[config.mk]
export PLATFORM = sky130hd
export DESIGN_NAME = fbi_host
export DESIGN_NICKNAME = d
export VERILOG_FILES = /design/src/pkg/fbi_pkg.sv /design/src/pkg/fbi_seq_if.sv /design/src/hdl/fbi_bus_cycle.sv /design/src/hdl/fbi_host.sv
export SDC_FILE = /design/constraint.sdc
export NUM_CORES = 1
export LEC_CHECK = 0
export ABC_CLOCK_PERIOD_IN_PS = 1900
export BUFFER_PORTS_ARGS = -buffer_cell sky130_fd_sc_hd__buf_4
export CORE_UTILIZATION = 45
export DETAILED_ROUTE_END_ITERATION = 8
export PLACE_DENSITY = 0.7
export SETUP_SLACK_MARGIN = 0.1
export SYNTH_ARGS = -nofsm -noshare
export SYNTH_HDL_FRONTEND = slang
export SYNTH_SLANG_ARGS = --single-unit
[constraint.sdc]
create_clock -name mclk -period 1.9 [get_ports mclk]
set_clock_uncertainty 0.2 [all_clocks]
set_input_delay 0.19 -clock mclk [delete_from_list [all_inputs] [get_ports mclk]]
set_output_delay 0.19 -clock mclk [all_outputs]
set_load 0.02 [all_outputs]
[src/pkg/fbi_pkg.sv]
package fbi_pkg;
    localparam int         ADDR_W     = 20;
    localparam int         DATA_W     = 16;
    localparam logic [7:0] CMD_READ   = 8'hff;
    localparam logic [7:0] CMD_CFG    = 8'h90;
    localparam logic [7:0] CMD_QUERY  = 8'h98;
    localparam logic [7:0] CMD_STATUS = 8'h70;
    localparam logic [7:0] CMD_CLRST  = 8'h50;
    localparam logic [7:0] CMD_ERASE  = 8'h20;
    localparam logic [7:0] CMD_WRITE  = 8'h40;
    localparam logic [7:0] CMD_WRITE2 = 8'h10;
    localparam logic [7:0] CMD_SUSP   = 8'hb0;
    localparam logic [7:0] CMD_CONF   = 8'hd0;
    localparam logic [7:0] CMD_LOCK   = 8'h60;
    localparam logic [7:0] LOCK_SET   = 8'h01;
    localparam logic [7:0] LOCK_CLR   = 8'hd0;
    localparam logic [7:0] ST_READY   = 8'h80;
    localparam int         ST_RDY_BIT = 7;
    // pulse widths in ns at a 40 MHz clock
    localparam int         CLK_NS     = 25;
    localparam int         T_PULSE_NS = 70;
    localparam int         T_SETUP_NS = 30;
    localparam int         T_RST_NS   = 100;
    localparam int         T_WAKE_NS  = 150;
    localparam int PULSE_CYC = (T_PULSE_NS + CLK_NS - 1) / CLK_NS;
    localparam int SETUP_CYC = (T_SETUP_NS + CLK_NS - 1) / CLK_NS;
    localparam int RST_CYC   = (T_RST_NS + CLK_NS - 1) / CLK_NS;
    localparam int WAKE_CYC  = (T_WAKE_NS + CLK_NS - 1) / CLK_NS;
    localparam int CNT_W     = 4;
    // sector map
    localparam logic [19:0] SMALL_TOP_BASE = 20'hf8000;
    localparam logic [19:0] SMALL_BOT_END  = 20'h07fff;
    localparam int          SMALL_SHIFT    = 12;
    localparam int          MAIN_SHIFT     = 15;
    localparam int          SECT_W         = 6;
    typedef enum logic [2:0] {
        FBI_OP_READ, FBI_OP_CMD, FBI_OP_ERASE, FBI_OP_WRITE,
        FBI_OP_LOCK, FBI_OP_UNLOCK, FBI_OP_RESET
    } fbi_op_t;
endpackage

[src/pkg/fbi_seq_if.sv]
`timescale 1ns/1ps
interface fbi_seq_if;
    logic                          start;
    logic                          is_write;
    logic [fbi_pkg::ADDR_W-1:0]   addr;
    logic [fbi_pkg::DATA_W-1:0]   wdata;
    logic                          done;
    logic [fbi_pkg::DATA_W-1:0]   rdata;
    modport ctl (output start, is_write, addr, wdata, input done, rdata);
    modport cyc (input start, is_write, addr, wdata, output done, rdata);
endinterface

[src/hdl/fbi_bus_cycle.sv]
`timescale 1ns/1ps
module fbi_bus_cycle
(
    input  wire logic                        mclk,
    input  wire logic                        arst_n,
    fbi_seq_if.cyc                           seq,
    output logic                             flash_select_n,
    output logic                             flash_out_enable_n,
    output logic                             flash_write_strobe_n,
    output logic [fbi_pkg::ADDR_W-1:0]       addr_o,
    output logic [fbi_pkg::DATA_W-1:0]       data_pins_o,
    output logic                             data_pins_oe,
    input  wire logic [fbi_pkg::DATA_W-1:0]  data_pins_i
);
    typedef enum logic [1:0] {FBI_C_IDLE, FBI_C_SETUP, FBI_C_PULSE,
                              FBI_C_HOLD} fbi_cst_t;
    typedef struct packed {
        fbi_cst_t                       st;
        logic [fbi_pkg::CNT_W-1:0]      cnt;
        logic                           wr;
        logic                           sel_n;
        logic                           oe_n;
        logic                           we_n;
        logic [fbi_pkg::ADDR_W-1:0]     addr;
        logic [fbi_pkg::DATA_W-1:0]     dout;
        logic                           doe;
        logic [fbi_pkg::DATA_W-1:0]     rdata;
        logic                           done;
    } fbi_cyc_t;
    localparam logic [fbi_pkg::CNT_W-1:0] SETUP_C =
        fbi_pkg::CNT_W'(fbi_pkg::SETUP_CYC);
    localparam logic [fbi_pkg::CNT_W-1:0] PULSE_C =
        fbi_pkg::CNT_W'(fbi_pkg::PULSE_CYC);
    fbi_cyc_t s_q, s_d;

    always_comb
    begin
        s_d      = s_q;
        s_d.done = 1'b0;
        unique case (s_q.st)
            FBI_C_IDLE:
            begin
                if (seq.start)
                begin
                    // address set up before select falls
                    s_d.addr  = seq.addr;
                    s_d.wr    = seq.is_write;
                    s_d.dout  = seq.wdata;
                    s_d.cnt   = SETUP_C;
                    s_d.st    = FBI_C_SETUP;
                end
            end
            FBI_C_SETUP:
            begin
                // select falls with address stable
                s_d.sel_n = 1'b0;
                s_d.doe   = s_q.wr;
                if (s_q.cnt == '0)
                begin
                    s_d.we_n = !s_q.wr;
                    s_d.oe_n = s_q.wr;
                    s_d.cnt  = PULSE_C;
                    s_d.st   = FBI_C_PULSE;
                end
                else
                    s_d.cnt = s_q.cnt - 1'b1;
            end
            FBI_C_PULSE:
            begin
                if (s_q.cnt == '0)
                begin
                    // data latched by the device on strobe rise
                    s_d.we_n  = 1'b1;
                    s_d.oe_n  = 1'b1;
                    s_d.rdata = data_pins_i;
                    s_d.st    = FBI_C_HOLD;
                end
                else
                    s_d.cnt = s_q.cnt - 1'b1;
            end
            FBI_C_HOLD:
            begin
                // data held one cycle past strobe rise
                s_d.sel_n = 1'b1;
                s_d.doe   = 1'b0;
                s_d.done  = 1'b1;
                s_d.st    = FBI_C_IDLE;
            end
        endcase
    end

    always_ff @(posedge mclk or negedge arst_n)
    begin
        if (!arst_n)
        begin
            s_q       <= '0;
            s_q.st    <= FBI_C_IDLE;
            s_q.sel_n <= 1'b1;
            s_q.oe_n  <= 1'b1;
            s_q.we_n  <= 1'b1;
        end
        else
            s_q <= s_d;
    end

    assign flash_select_n       = s_q.sel_n;
    assign flash_out_enable_n   = s_q.oe_n;
    assign flash_write_strobe_n = s_q.we_n;
    assign addr_o               = s_q.addr;
    assign data_pins_o          = s_q.dout;
    assign data_pins_oe         = s_q.doe;
    assign seq.done             = s_q.done;
    assign seq.rdata            = s_q.rdata;
endmodule // fbi_bus_cycle

[src/hdl/fbi_host.sv]
`timescale 1ns/1ps
module fbi_host
(
    input  wire logic                        mclk,
    input  wire logic                        arst_n,
    input  wire logic                        req_valid,
    input  wire fbi_pkg::fbi_op_t            req_op,
    input  wire logic [fbi_pkg::ADDR_W-1:0]  req_addr,
    input  wire logic [fbi_pkg::DATA_W-1:0]  req_data,
    input  wire logic                        top_boot,
    input  wire logic                        prog_supply_ok,
    input  wire logic                        flash_supply_ok,
    output logic                             req_ready,
    output logic                             rsp_valid,
    output logic [fbi_pkg::DATA_W-1:0]       rsp_data,
    output logic                             rsp_refused,
    output logic [fbi_pkg::SECT_W-1:0]       rsp_sector,
    output logic                             flash_reset_n,
    output logic                             flash_select_n,
    output logic                             flash_out_enable_n,
    output logic                             flash_write_strobe_n,
    output logic [fbi_pkg::ADDR_W-1:0]       flash_addr,
    output logic [fbi_pkg::DATA_W-1:0]       data_pins_o,
    output logic                             data_pins_oe,
    input  wire logic [fbi_pkg::DATA_W-1:0]  data_pins_i
);
    // ---------------------------------------------------------------
    // state
    // ---------------------------------------------------------------
    typedef enum logic [2:0] {FBI_H_RST, FBI_H_WAKE, FBI_H_IDLE,
                              FBI_H_CYC1, FBI_H_CYC2, FBI_H_DONE}
        fbi_hst_t;
    typedef struct packed {
        fbi_hst_t                       st;
        logic [fbi_pkg::CNT_W-1:0]      cnt;
        fbi_pkg::fbi_op_t               op;
        logic [fbi_pkg::ADDR_W-1:0]     addr;
        logic [fbi_pkg::DATA_W-1:0]     data;
        logic                           start;
        logic                           ready;
        logic                           rvalid;
        logic [fbi_pkg::DATA_W-1:0]     rdata;
        logic                           refused;
        logic [fbi_pkg::SECT_W-1:0]     sector;
        logic                           rst_n;
    } fbi_host_t;
    localparam logic [fbi_pkg::CNT_W-1:0] RST_C =
        fbi_pkg::CNT_W'(fbi_pkg::RST_CYC);
    localparam logic [fbi_pkg::CNT_W-1:0] WAKE_C =
        fbi_pkg::CNT_W'(fbi_pkg::WAKE_CYC);
    localparam logic [fbi_pkg::SECT_W-1:0] SMALL_N = 6'h08;
    fbi_host_t h_q, h_d;
    fbi_seq_if seq ();

    // ---------------------------------------------------------------
    // sector decode, small sectors numbered 0..7 from the boot end
    // ---------------------------------------------------------------
    function automatic logic [fbi_pkg::SECT_W-1:0] sector_of(
        input logic [fbi_pkg::ADDR_W-1:0] a, input logic top);
        logic [fbi_pkg::ADDR_W-1:0] inv;
        inv = ~a;
        if (top)
        begin
            if (a >= fbi_pkg::SMALL_TOP_BASE)
                return fbi_pkg::SECT_W'(inv >> fbi_pkg::SMALL_SHIFT);
            return SMALL_N - 6'h01 +
                fbi_pkg::SECT_W'(inv >> fbi_pkg::MAIN_SHIFT);
        end
        if (a <= fbi_pkg::SMALL_BOT_END)
            return fbi_pkg::SECT_W'(a >> fbi_pkg::SMALL_SHIFT);
        return SMALL_N - 6'h01 +
            fbi_pkg::SECT_W'(a >> fbi_pkg::MAIN_SHIFT);
    endfunction

    function automatic logic [7:0] first_code(input fbi_pkg::fbi_op_t o);
        unique case (o)
            fbi_pkg::FBI_OP_ERASE:  return fbi_pkg::CMD_ERASE;
            fbi_pkg::FBI_OP_WRITE:  return fbi_pkg::CMD_WRITE;
            fbi_pkg::FBI_OP_LOCK,
            fbi_pkg::FBI_OP_UNLOCK: return fbi_pkg::CMD_LOCK;
            default:                return fbi_pkg::CMD_READ;
        endcase
    endfunction

    always_comb
    begin
        logic pair_op;
        logic alter_ok;
        pair_op  = 1'b0;
        alter_ok = prog_supply_ok && flash_supply_ok;
        h_d        = h_q;
        h_d.start  = 1'b0;
        h_d.rvalid = 1'b0;
        unique case (h_q.st)
            FBI_H_RST:
            begin
                h_d.rst_n = 1'b0;
                if (h_q.cnt == '0)
                begin
                    h_d.rst_n = 1'b1;
                    h_d.cnt   = WAKE_C;
                    h_d.st    = FBI_H_WAKE;
                end
                else
                    h_d.cnt = h_q.cnt - 1'b1;
            end
            FBI_H_WAKE:
            begin
                // device is in read-array once awake
                if (h_q.cnt == '0)
                begin
                    h_d.ready = 1'b1;
                    h_d.st    = FBI_H_IDLE;
                end
                else
                    h_d.cnt = h_q.cnt - 1'b1;
            end
            FBI_H_IDLE:
            begin
                if (req_valid)
                begin
                    pair_op = req_op inside {fbi_pkg::FBI_OP_ERASE,
                        fbi_pkg::FBI_OP_WRITE, fbi_pkg::FBI_OP_LOCK,
                        fbi_pkg::FBI_OP_UNLOCK};
                    h_d.ready   = 1'b0;
                    h_d.op      = req_op;
                    h_d.addr    = req_addr;
                    h_d.data    = req_data;
                    h_d.refused = 1'b0;
                    h_d.sector  = sector_of(req_addr, top_boot);
                    if (req_op == fbi_pkg::FBI_OP_RESET)
                    begin
                        h_d.cnt = RST_C;
                        h_d.st  = FBI_H_RST;
                    end
                    else if (pair_op && !alter_ok)
                    begin
                        // no alteration under lockout
                        h_d.refused = 1'b1;
                        h_d.st      = FBI_H_DONE;
                    end
                    else
                    begin
                        // reads need no supply
                        h_d.start = 1'b1;
                        h_d.st    = pair_op ? FBI_H_CYC1 : FBI_H_CYC2;
                    end
                end
            end
            FBI_H_CYC1:
            begin
                // setup half of the pair, then confirm
                if (seq.done)
                begin
                    h_d.start = 1'b1;
                    h_d.st    = FBI_H_CYC2;
                end
            end
            FBI_H_CYC2:
            begin
                if (seq.done)
                begin
                    h_d.rdata = seq.rdata;
                    h_d.st    = FBI_H_DONE;
                end
            end
            FBI_H_DONE:
            begin
                // device completes the operation alone
                h_d.rvalid = 1'b1;
                h_d.ready  = 1'b1;
                h_d.st     = FBI_H_IDLE;
            end
            default:
                h_d.st = FBI_H_RST;
        endcase
    end

    always_ff @(posedge mclk or negedge arst_n)
    begin
        if (!arst_n)
        begin
            // pulse the device reset on our own reset
            h_q     <= '0;
            h_q.st  <= FBI_H_RST;
            h_q.cnt <= RST_C;
        end
        else
            h_q <= h_d;
    end

    // ---------------------------------------------------------------
    // bus cycle drive
    // ---------------------------------------------------------------
    always_comb
    begin
        seq.start    = h_q.start;
        seq.addr     = h_q.addr;
        seq.is_write = h_q.op != fbi_pkg::FBI_OP_READ &&
                       h_q.op != fbi_pkg::FBI_OP_CMD;
        seq.wdata    = h_q.data;
        if (h_q.st == FBI_H_CYC1)
            seq.wdata = {8'h00, first_code(h_q.op)};
        else if (h_q.op == fbi_pkg::FBI_OP_ERASE)
            seq.wdata = {8'h00, fbi_pkg::CMD_CONF};
        else if (h_q.op == fbi_pkg::FBI_OP_LOCK)
            seq.wdata = {8'h00, fbi_pkg::LOCK_SET};
        else if (h_q.op == fbi_pkg::FBI_OP_UNLOCK)
            seq.wdata = {8'h00, fbi_pkg::LOCK_CLR};
        if (h_q.op == fbi_pkg::FBI_OP_CMD)
            seq.is_write = 1'b1;
    end

    fbi_bus_cycle u_cyc
    (
        .mclk                 (mclk),
        .arst_n               (arst_n),
        .seq                  (seq),
        .flash_select_n       (flash_select_n),
        .flash_out_enable_n   (flash_out_enable_n),
        .flash_write_strobe_n (flash_write_strobe_n),
        .addr_o               (flash_addr),
        .data_pins_o          (data_pins_o),
        .data_pins_oe         (data_pins_oe),
        .data_pins_i          (data_pins_i)
    );

    assign req_ready     = h_q.ready;
    assign rsp_valid     = h_q.rvalid;
    assign rsp_data      = h_q.rdata;
    assign rsp_refused   = h_q.refused;
    assign rsp_sector    = h_q.sector;
    assign flash_reset_n = h_q.rst_n;
endmodule // fbi_host

# After elaboration in Yosys (flattened, before gate mapping)
# Index checks and enable logic that the tools add are counted.
# op_classes
n_addsub	4
multipliers	0
div_mod_pow	0
magnitude_cmp	2
eq_ne	30
shifts	0
muxes	58
bitwise_logic	1
reduce_logical	27
# ops
op	count
2-to-1 mux 16 bit	4
2-to-1 mux 48 bit	1
2-to-1 mux 6 bit	6
case mux 4 bit (3 select lines)	2
case mux 8 bit (3 select lines)	1
equality test 3 bit, second input constant	7
2-to-1 mux 1 bit	21
2-to-1 mux 3 bit	7
>= comparator 20 bit, second input constant	1
less-or-equal comparator 20 x 15 -> 1 bit, second input constant	1
2-to-1 mux 4 bit	5
inverter 20 bit	1
equality test 3 x 2 -> 1 bit, second input constant	6
case mux 3 bit (6 select lines)	1
!= test 2 bit, second input constant	7
adder 3 x 5 -> 6 bit, first input constant	2
AND reduction 3 bit	4
nonzero test 3 bit	4
logical NOT 4 bit	2
!= test 2 x 1 -> 1 bit, second input constant	4
case mux 2 bit (4 select lines)	1
AND reduction 2 bit	4
subtractor 4 x 1 -> 4 bit, second input constant	2
2-to-1 mux 7 bit	1
17 further kinds	27
# totals
ff_bits	137
latchBits	0
ram_bits	0
romBits	0
input_bits	61
out_inout_bits	66
wordCells	145
memories	0

# Longest topological paths before layout
# logic_depth
ltp_word	10
mapped_depth	7
ltp_nobuf	6

# Hierarchy
# Synthesis repeated with hierarchy kept, for this count alone.
# hier_totals
cells_unflattened	565
hier_area_um2	6726.5
# by_module_without_submodules
mod	n_inst	cells_each	area_per_inst_um2	seq_area_each_um2
fbi_host	1	335	3663.5	1828.0
fbi_bus_cycle	1	230	3062.9	1605.3

# Least setup slack after synthesis
# Ideal clock, no wire load.
# synth_path
kind	reg2reg
start	reg u_cyc.s_q[62] in the netlist's numbering
end	reg u_cyc.s_q (netlist bit u_cyc.seq.rdata[10])
setup_time_ns	0.125
arrival_ns	1.572
required_time_ns	1.575
setup_slack_ns	0.003
path_stages_with_launch	7
path_buffers	2
synth_period_minus_slack_ns	1.897
cell_sequence	dfrtp_1 inv_1 ha_1 and4bb_2 buf_6 buf_4 mux2_2
# synth_between
elab_chain_len	2
# synth_lines
item	line	source
from (decl)	fbi_bus_cycle.sv:34	fbi_cyc_t s_q, s_d;
equality test 2 bit	fbi_bus_cycle.sv:40	unique case (s_q.st)
AND reduction 2 bit (no source line)	--	
# Every way passes these cells.
# A chain may end at the register's enable or synchronous reset.

# Final worst setup path
# layout_path
start	reg u_cyc.s_q[58] in the netlist's numbering
end	reg u_cyc.s_q (netlist bit u_cyc.seq.rdata[13])
# layout_between
elab_chain_len	2
# layout_lines
item	line	source
logical NOT 4 bit	fbi_bus_cycle.sv:70	if (s_q.cnt == '0)
AND reduction 2 bit (no source line)	--	
# Every way passes these cells.

==> summary.txt <==
Worst hold path
  – Worst Hold Class: input port to asynchronous set/reset pin

Routing
  – Final wirelength: 15410 um
  – DRC: 0
  – Vias: a little under 5k
  – First drt pass iteration count: 4
  – Final ANT Viol Nets: 0
  – DR WL/cell: 16.20 um
  – Post-detailed-route via-to-cell ratio: 5.197
  – Drt initial violations: about 250

CTS
  – Clock Path Buffers: 2
  – CTS Buf Count: 17
  – Clk slew on worst S/H paths: approximately 60 ps
  – H-tree depth: 4
  – Clk sink count: ~140
  – Root Buffer: clkbuf_16
  – Clk_lat worst skew: between 400 and 500 ps
  – TritonCTS clock tree: built

Layout
  – Syn-to-layout area delta: 35.79%
  – Fin area: ~9000 sq um
  – Fill cells: around 1.1k
  – Antenna cells: 0
  – Fraction of layout cells with a size suffix above 1: between 30% and 40%
  – Multi-input combinational cell area: between 2000 and 3000 sq um
  – Net count reported at finish: between 800 and 900
  – FF/Latch Area: 3435 sq um

Global routing
  – Tot GR Track Use: a little over a fifth
  – Vias in the first global route: 4991
  – Initial antenna violation count: 0
  – Largest net degree at the start of global routing: 52
  – Top Usage Layer GRT: met2
  – GR Util met2: roughly a third
  – Met1 usage in global routing: between 20% and 30%
  – Remaining global-route overflow: 0
  – M3 GR Usage: under 10%
  – First-pass GRT wire length: roughly 24000 um

Synth
  – EDFF count, synth: 0
  – Ys flop type: dfrtp_1
  – Ys async rst share: 100.0%
  – Synth top area cells: dfrtp_1 51%, mux2_2 9.8%, nand2_1 7.4%, buf_4 7.0%, ha_1 1.7%
  – Mean Syn Cell Area: about 11 sq um
  – Syn nets: ~700
  – Cell count after synthesis: 610
  – Post-synth top area share: around half
  – Synth Warn #: 0
  – Seq/Total Area, Yosys: 52.60%
  – Synth Cell Area: around 6500 sq um
  – Cell variety after synth: just under 60
  – Synth area leader: dfrtp_1
  – Register bit total from synthesis: 137

Pwr
  – PwrDens: 1656 nW/um^2
  – Cell internal pwr: around 9500 uW
  – Clk network pwr share: ~23%
  – P_leak: approximately 0.0044 uW
  – Combinational Power Share: between 40 and 50%
  – Sw Ratio: a little over a third
  – Seq pwr share: between 30% and 40%
  – VDD IR max: around 750 uV
  – Pwr Total: around 15000 uW
  – Sw Pwr: between 5000 and 6000 uW

Setup path
  – CP max stage delay: about 400 ps
  – Worst Setup End Kind: flop
  – Data required, critical path: approximately 2000 ps
  – Critical Path Source: u_cyc.s_q[58]$_DFFE_PN0P_
  – CP top delay family: flip-flops
  – Origin of the critical flop-to-flop path: u_cyc.s_q[58]$_DFFE_PN0P_
  – Crit-path max FO: 8
  – CP startpoint kind: flop
  – Number of buffer and inverter stages on the critical path: 2
  – Crit Path Class: flop to flop
  – Critical path, cell by cell: inv_2, ha_4, and4bb_4, buf_12, mux2_2
  – Crit path max-delay cell type: dfrtp_1
  – Worst Path Arrival: 1910 ps

Floorplan
  – Die X: 122.4 um
  – Chip height: roughly 120 um
  – Num rows: 43
  – Core ar.: ~14000 sq um
  – Starting Density: roughly 46%
  – Ports: about 130
  – DIE AREA: roughly 15000 sq um

Run
  – Max_cap viols: 0

Placed design
  – GPL Wtd Cong: roughly 0.84
  – Half-perimeter wire length after placement: 9652 um
  – Placed instance area: 7367 sq um
  – Buffers on Ports: around 130

Timing
  – Max Clk Rate: approximately 0.55 GHz
  – Max-slew violations: 0
  – Max_slew headroom: about three quarters
  – Final hold viol count: 0
  – Fin crit period: around 1800 ps
  – RSZ-0062 raised after global routing: yes
  – Slew @ Worst Pin: 400.4 ps
  – Final Setup Violations: 0
  – Post-route clock period utilization: between 90% and 100%
  – Hold WS: approximately 58 ps

Status
  – Status: finished clean
## worst paths after layout
kind | cells past startpoint | endpoint | slack (ps)
max | 5 | u_cyc.seq.rdata[13]$_DFFE_PN0P_ | 100
min | 2 | h_q[37]$_DFFE_PN0P_ | 60
min reg2reg | 2 | seq.addr[12]$_DFFE_PN0P_ | 270
max in group asynchronous | 3 | u_cyc.flash_select_n$_DFFE_PN1P_ | 830
min in group mclk | 2 | seq.addr[12]$_DFFE_PN0P_ | 270
max reg2reg | 5 | u_cyc.seq.rdata[13]$_DFFE_PN0P_ | 100
## cell type report
type / count / area share [%]
inverters: 17 / 0.7199
well taps: 180 / 2.541
repair buffers: 220 / 21.64
flip-flops and latches: 137 / 38.75
clock buffers: 23 / 5.280
clock inverters: 8 / 1.355
multi-input cells: 366 / 29.71
## registers in the layout, indices dropped and copies added, names as in the netlist, 6 cells and up
register	count
u_cyc.addr_o	20
u_cyc.seq.rdata	16
h_q	26
u_cyc.s_q	7
u_cyc.data_pins_o	16
seq.addr	20
rsp_sector	6
rsp_data	16
## through the flow
step	setup TNS (ps)	cells	util [%]	setup slack (ps)
finish	0	951	63.12	96.75
global placement	0	849	52.46	84.07
floorplan	0	610	-	114.0
CTS	0	943	61.26	88.62
global route	0	951	63.12	55.47
detailed placement	-10.41	849	52.46	-10.41
## cell usage in the layout, fill, tap and decap left out, types with 12 or more instances in the layout
| cell | netlist | routed |
|---|---|---|
| a21oi_1 | 13 | 12 |
| buf_4 | 61 | 149 |
| clkbuf_16 | 0 | 18 |
| dfrtp_1 | 133 | 132 |
| dlygate4sd3_1 | 0 | 60 |
| inv_1 | 17 | 13 |
| mux2_2 | 57 | 42 |
| mux2_4 | 0 | 15 |
| nand2_1 | 128 | 127 |
| nor2_1 | 23 | 23 |
| o21ai_0 | 19 | 17 |
## layer usage
layer / share of wire, % / routed length (um) / vias to the layer above
met3: 5.8 / 892 / 31
met5: 0 / 0 / -
met2: 48 / 7459 / 150
li1: - / - / 2321
met1: 44 / 6722 / 2440
met4: 2.2 / 335 / 0
## synth_stat cells (2+ instances only)
| cell type | instances |
|---|---|
| clkbuf_2 | 2 |
| o21ai_1 | 2 |
| o22a_1 | 5 |
| mux2i_1 | 4 |
| mux2_2 | 57 |
| a221o_1 | 4 |
| buf_2 | 13 |
| o211ai_1 | 6 |
| o311ai_0 | 2 |
| nor2_1 | 23 |
| and3b_1 | 2 |
| a22o_1 | 11 |
| a21oi_1 | 13 |
| buf_6 | 4 |
| nor2b_1 | 6 |
| inv_1 | 17 |
| o21ai_0 | 19 |
| a31oi_1 | 12 |
| ha_1 | 9 |
| a21o_1 | 4 |
| o22ai_1 | 3 |
| nand3_1 | 3 |
| o31ai_1 | 2 |
| nor3_1 | 6 |
| nand2b_1 | 4 |
| o21bai_1 | 5 |
| xor2_1 | 2 |
| and4bb_2 | 2 |
| nor3b_2 | 3 |
| buf_4 | 61 |
| nand4_1 | 2 |
| nand2_1 | 128 |
| xnor2_1 | 3 |
| or3_1 | 2 |
| clkbuf_1 | 10 |
| dfrtp_1 | 133 |
| dfstp_2 | 4 |
## worst reg2reg max path: stages, from the launching register on
cell and delay [ps]:
dfrtp_1 400, inv_2 110, ha_4 150, and4bb_4 320
buf_12 160, mux2_2 350
## power groups by stage
stage	combinational, uW	sequential [uW]	clock [uW]
after floorplan	4280	4920	0
after global placement	5180	5070	0
after detailed placement	5350	5150	0
after CTS	5580	5120	3370
after global routing	6760	5310	3500
final	6200	5160	3310
## repair_timing
item / CTS / global route
endpoints found under the setup margin: 54 / 52
hold endpoints to repair: 201 / 0
pin swaps: 4 / 4
buffers inserted: 3 / 7
cloned: 0 / 1
resized for setup: 6 / 42
hold buffers: 60 / 0
## kinds of logic (layout without fill, tap and decap cells)
logic type / Yosys count / after routing / share of synthesized area [%]
AOI/OAI and AO/OA: 97 / 97 / 10.20
xor gates and xnor gates: 5 / 5 / 0.6710
adders and majority gates: 9 / 9 / 1.725
buffers and inverters: 107 / 268 / 10.41
DFF: 137 / 137 / 52.60
muxes: 61 / 61 / 10.45
and+or+nand+nor: 194 / 194 / 13.95
Note: power is estimated with default switching activity, not from simulation.
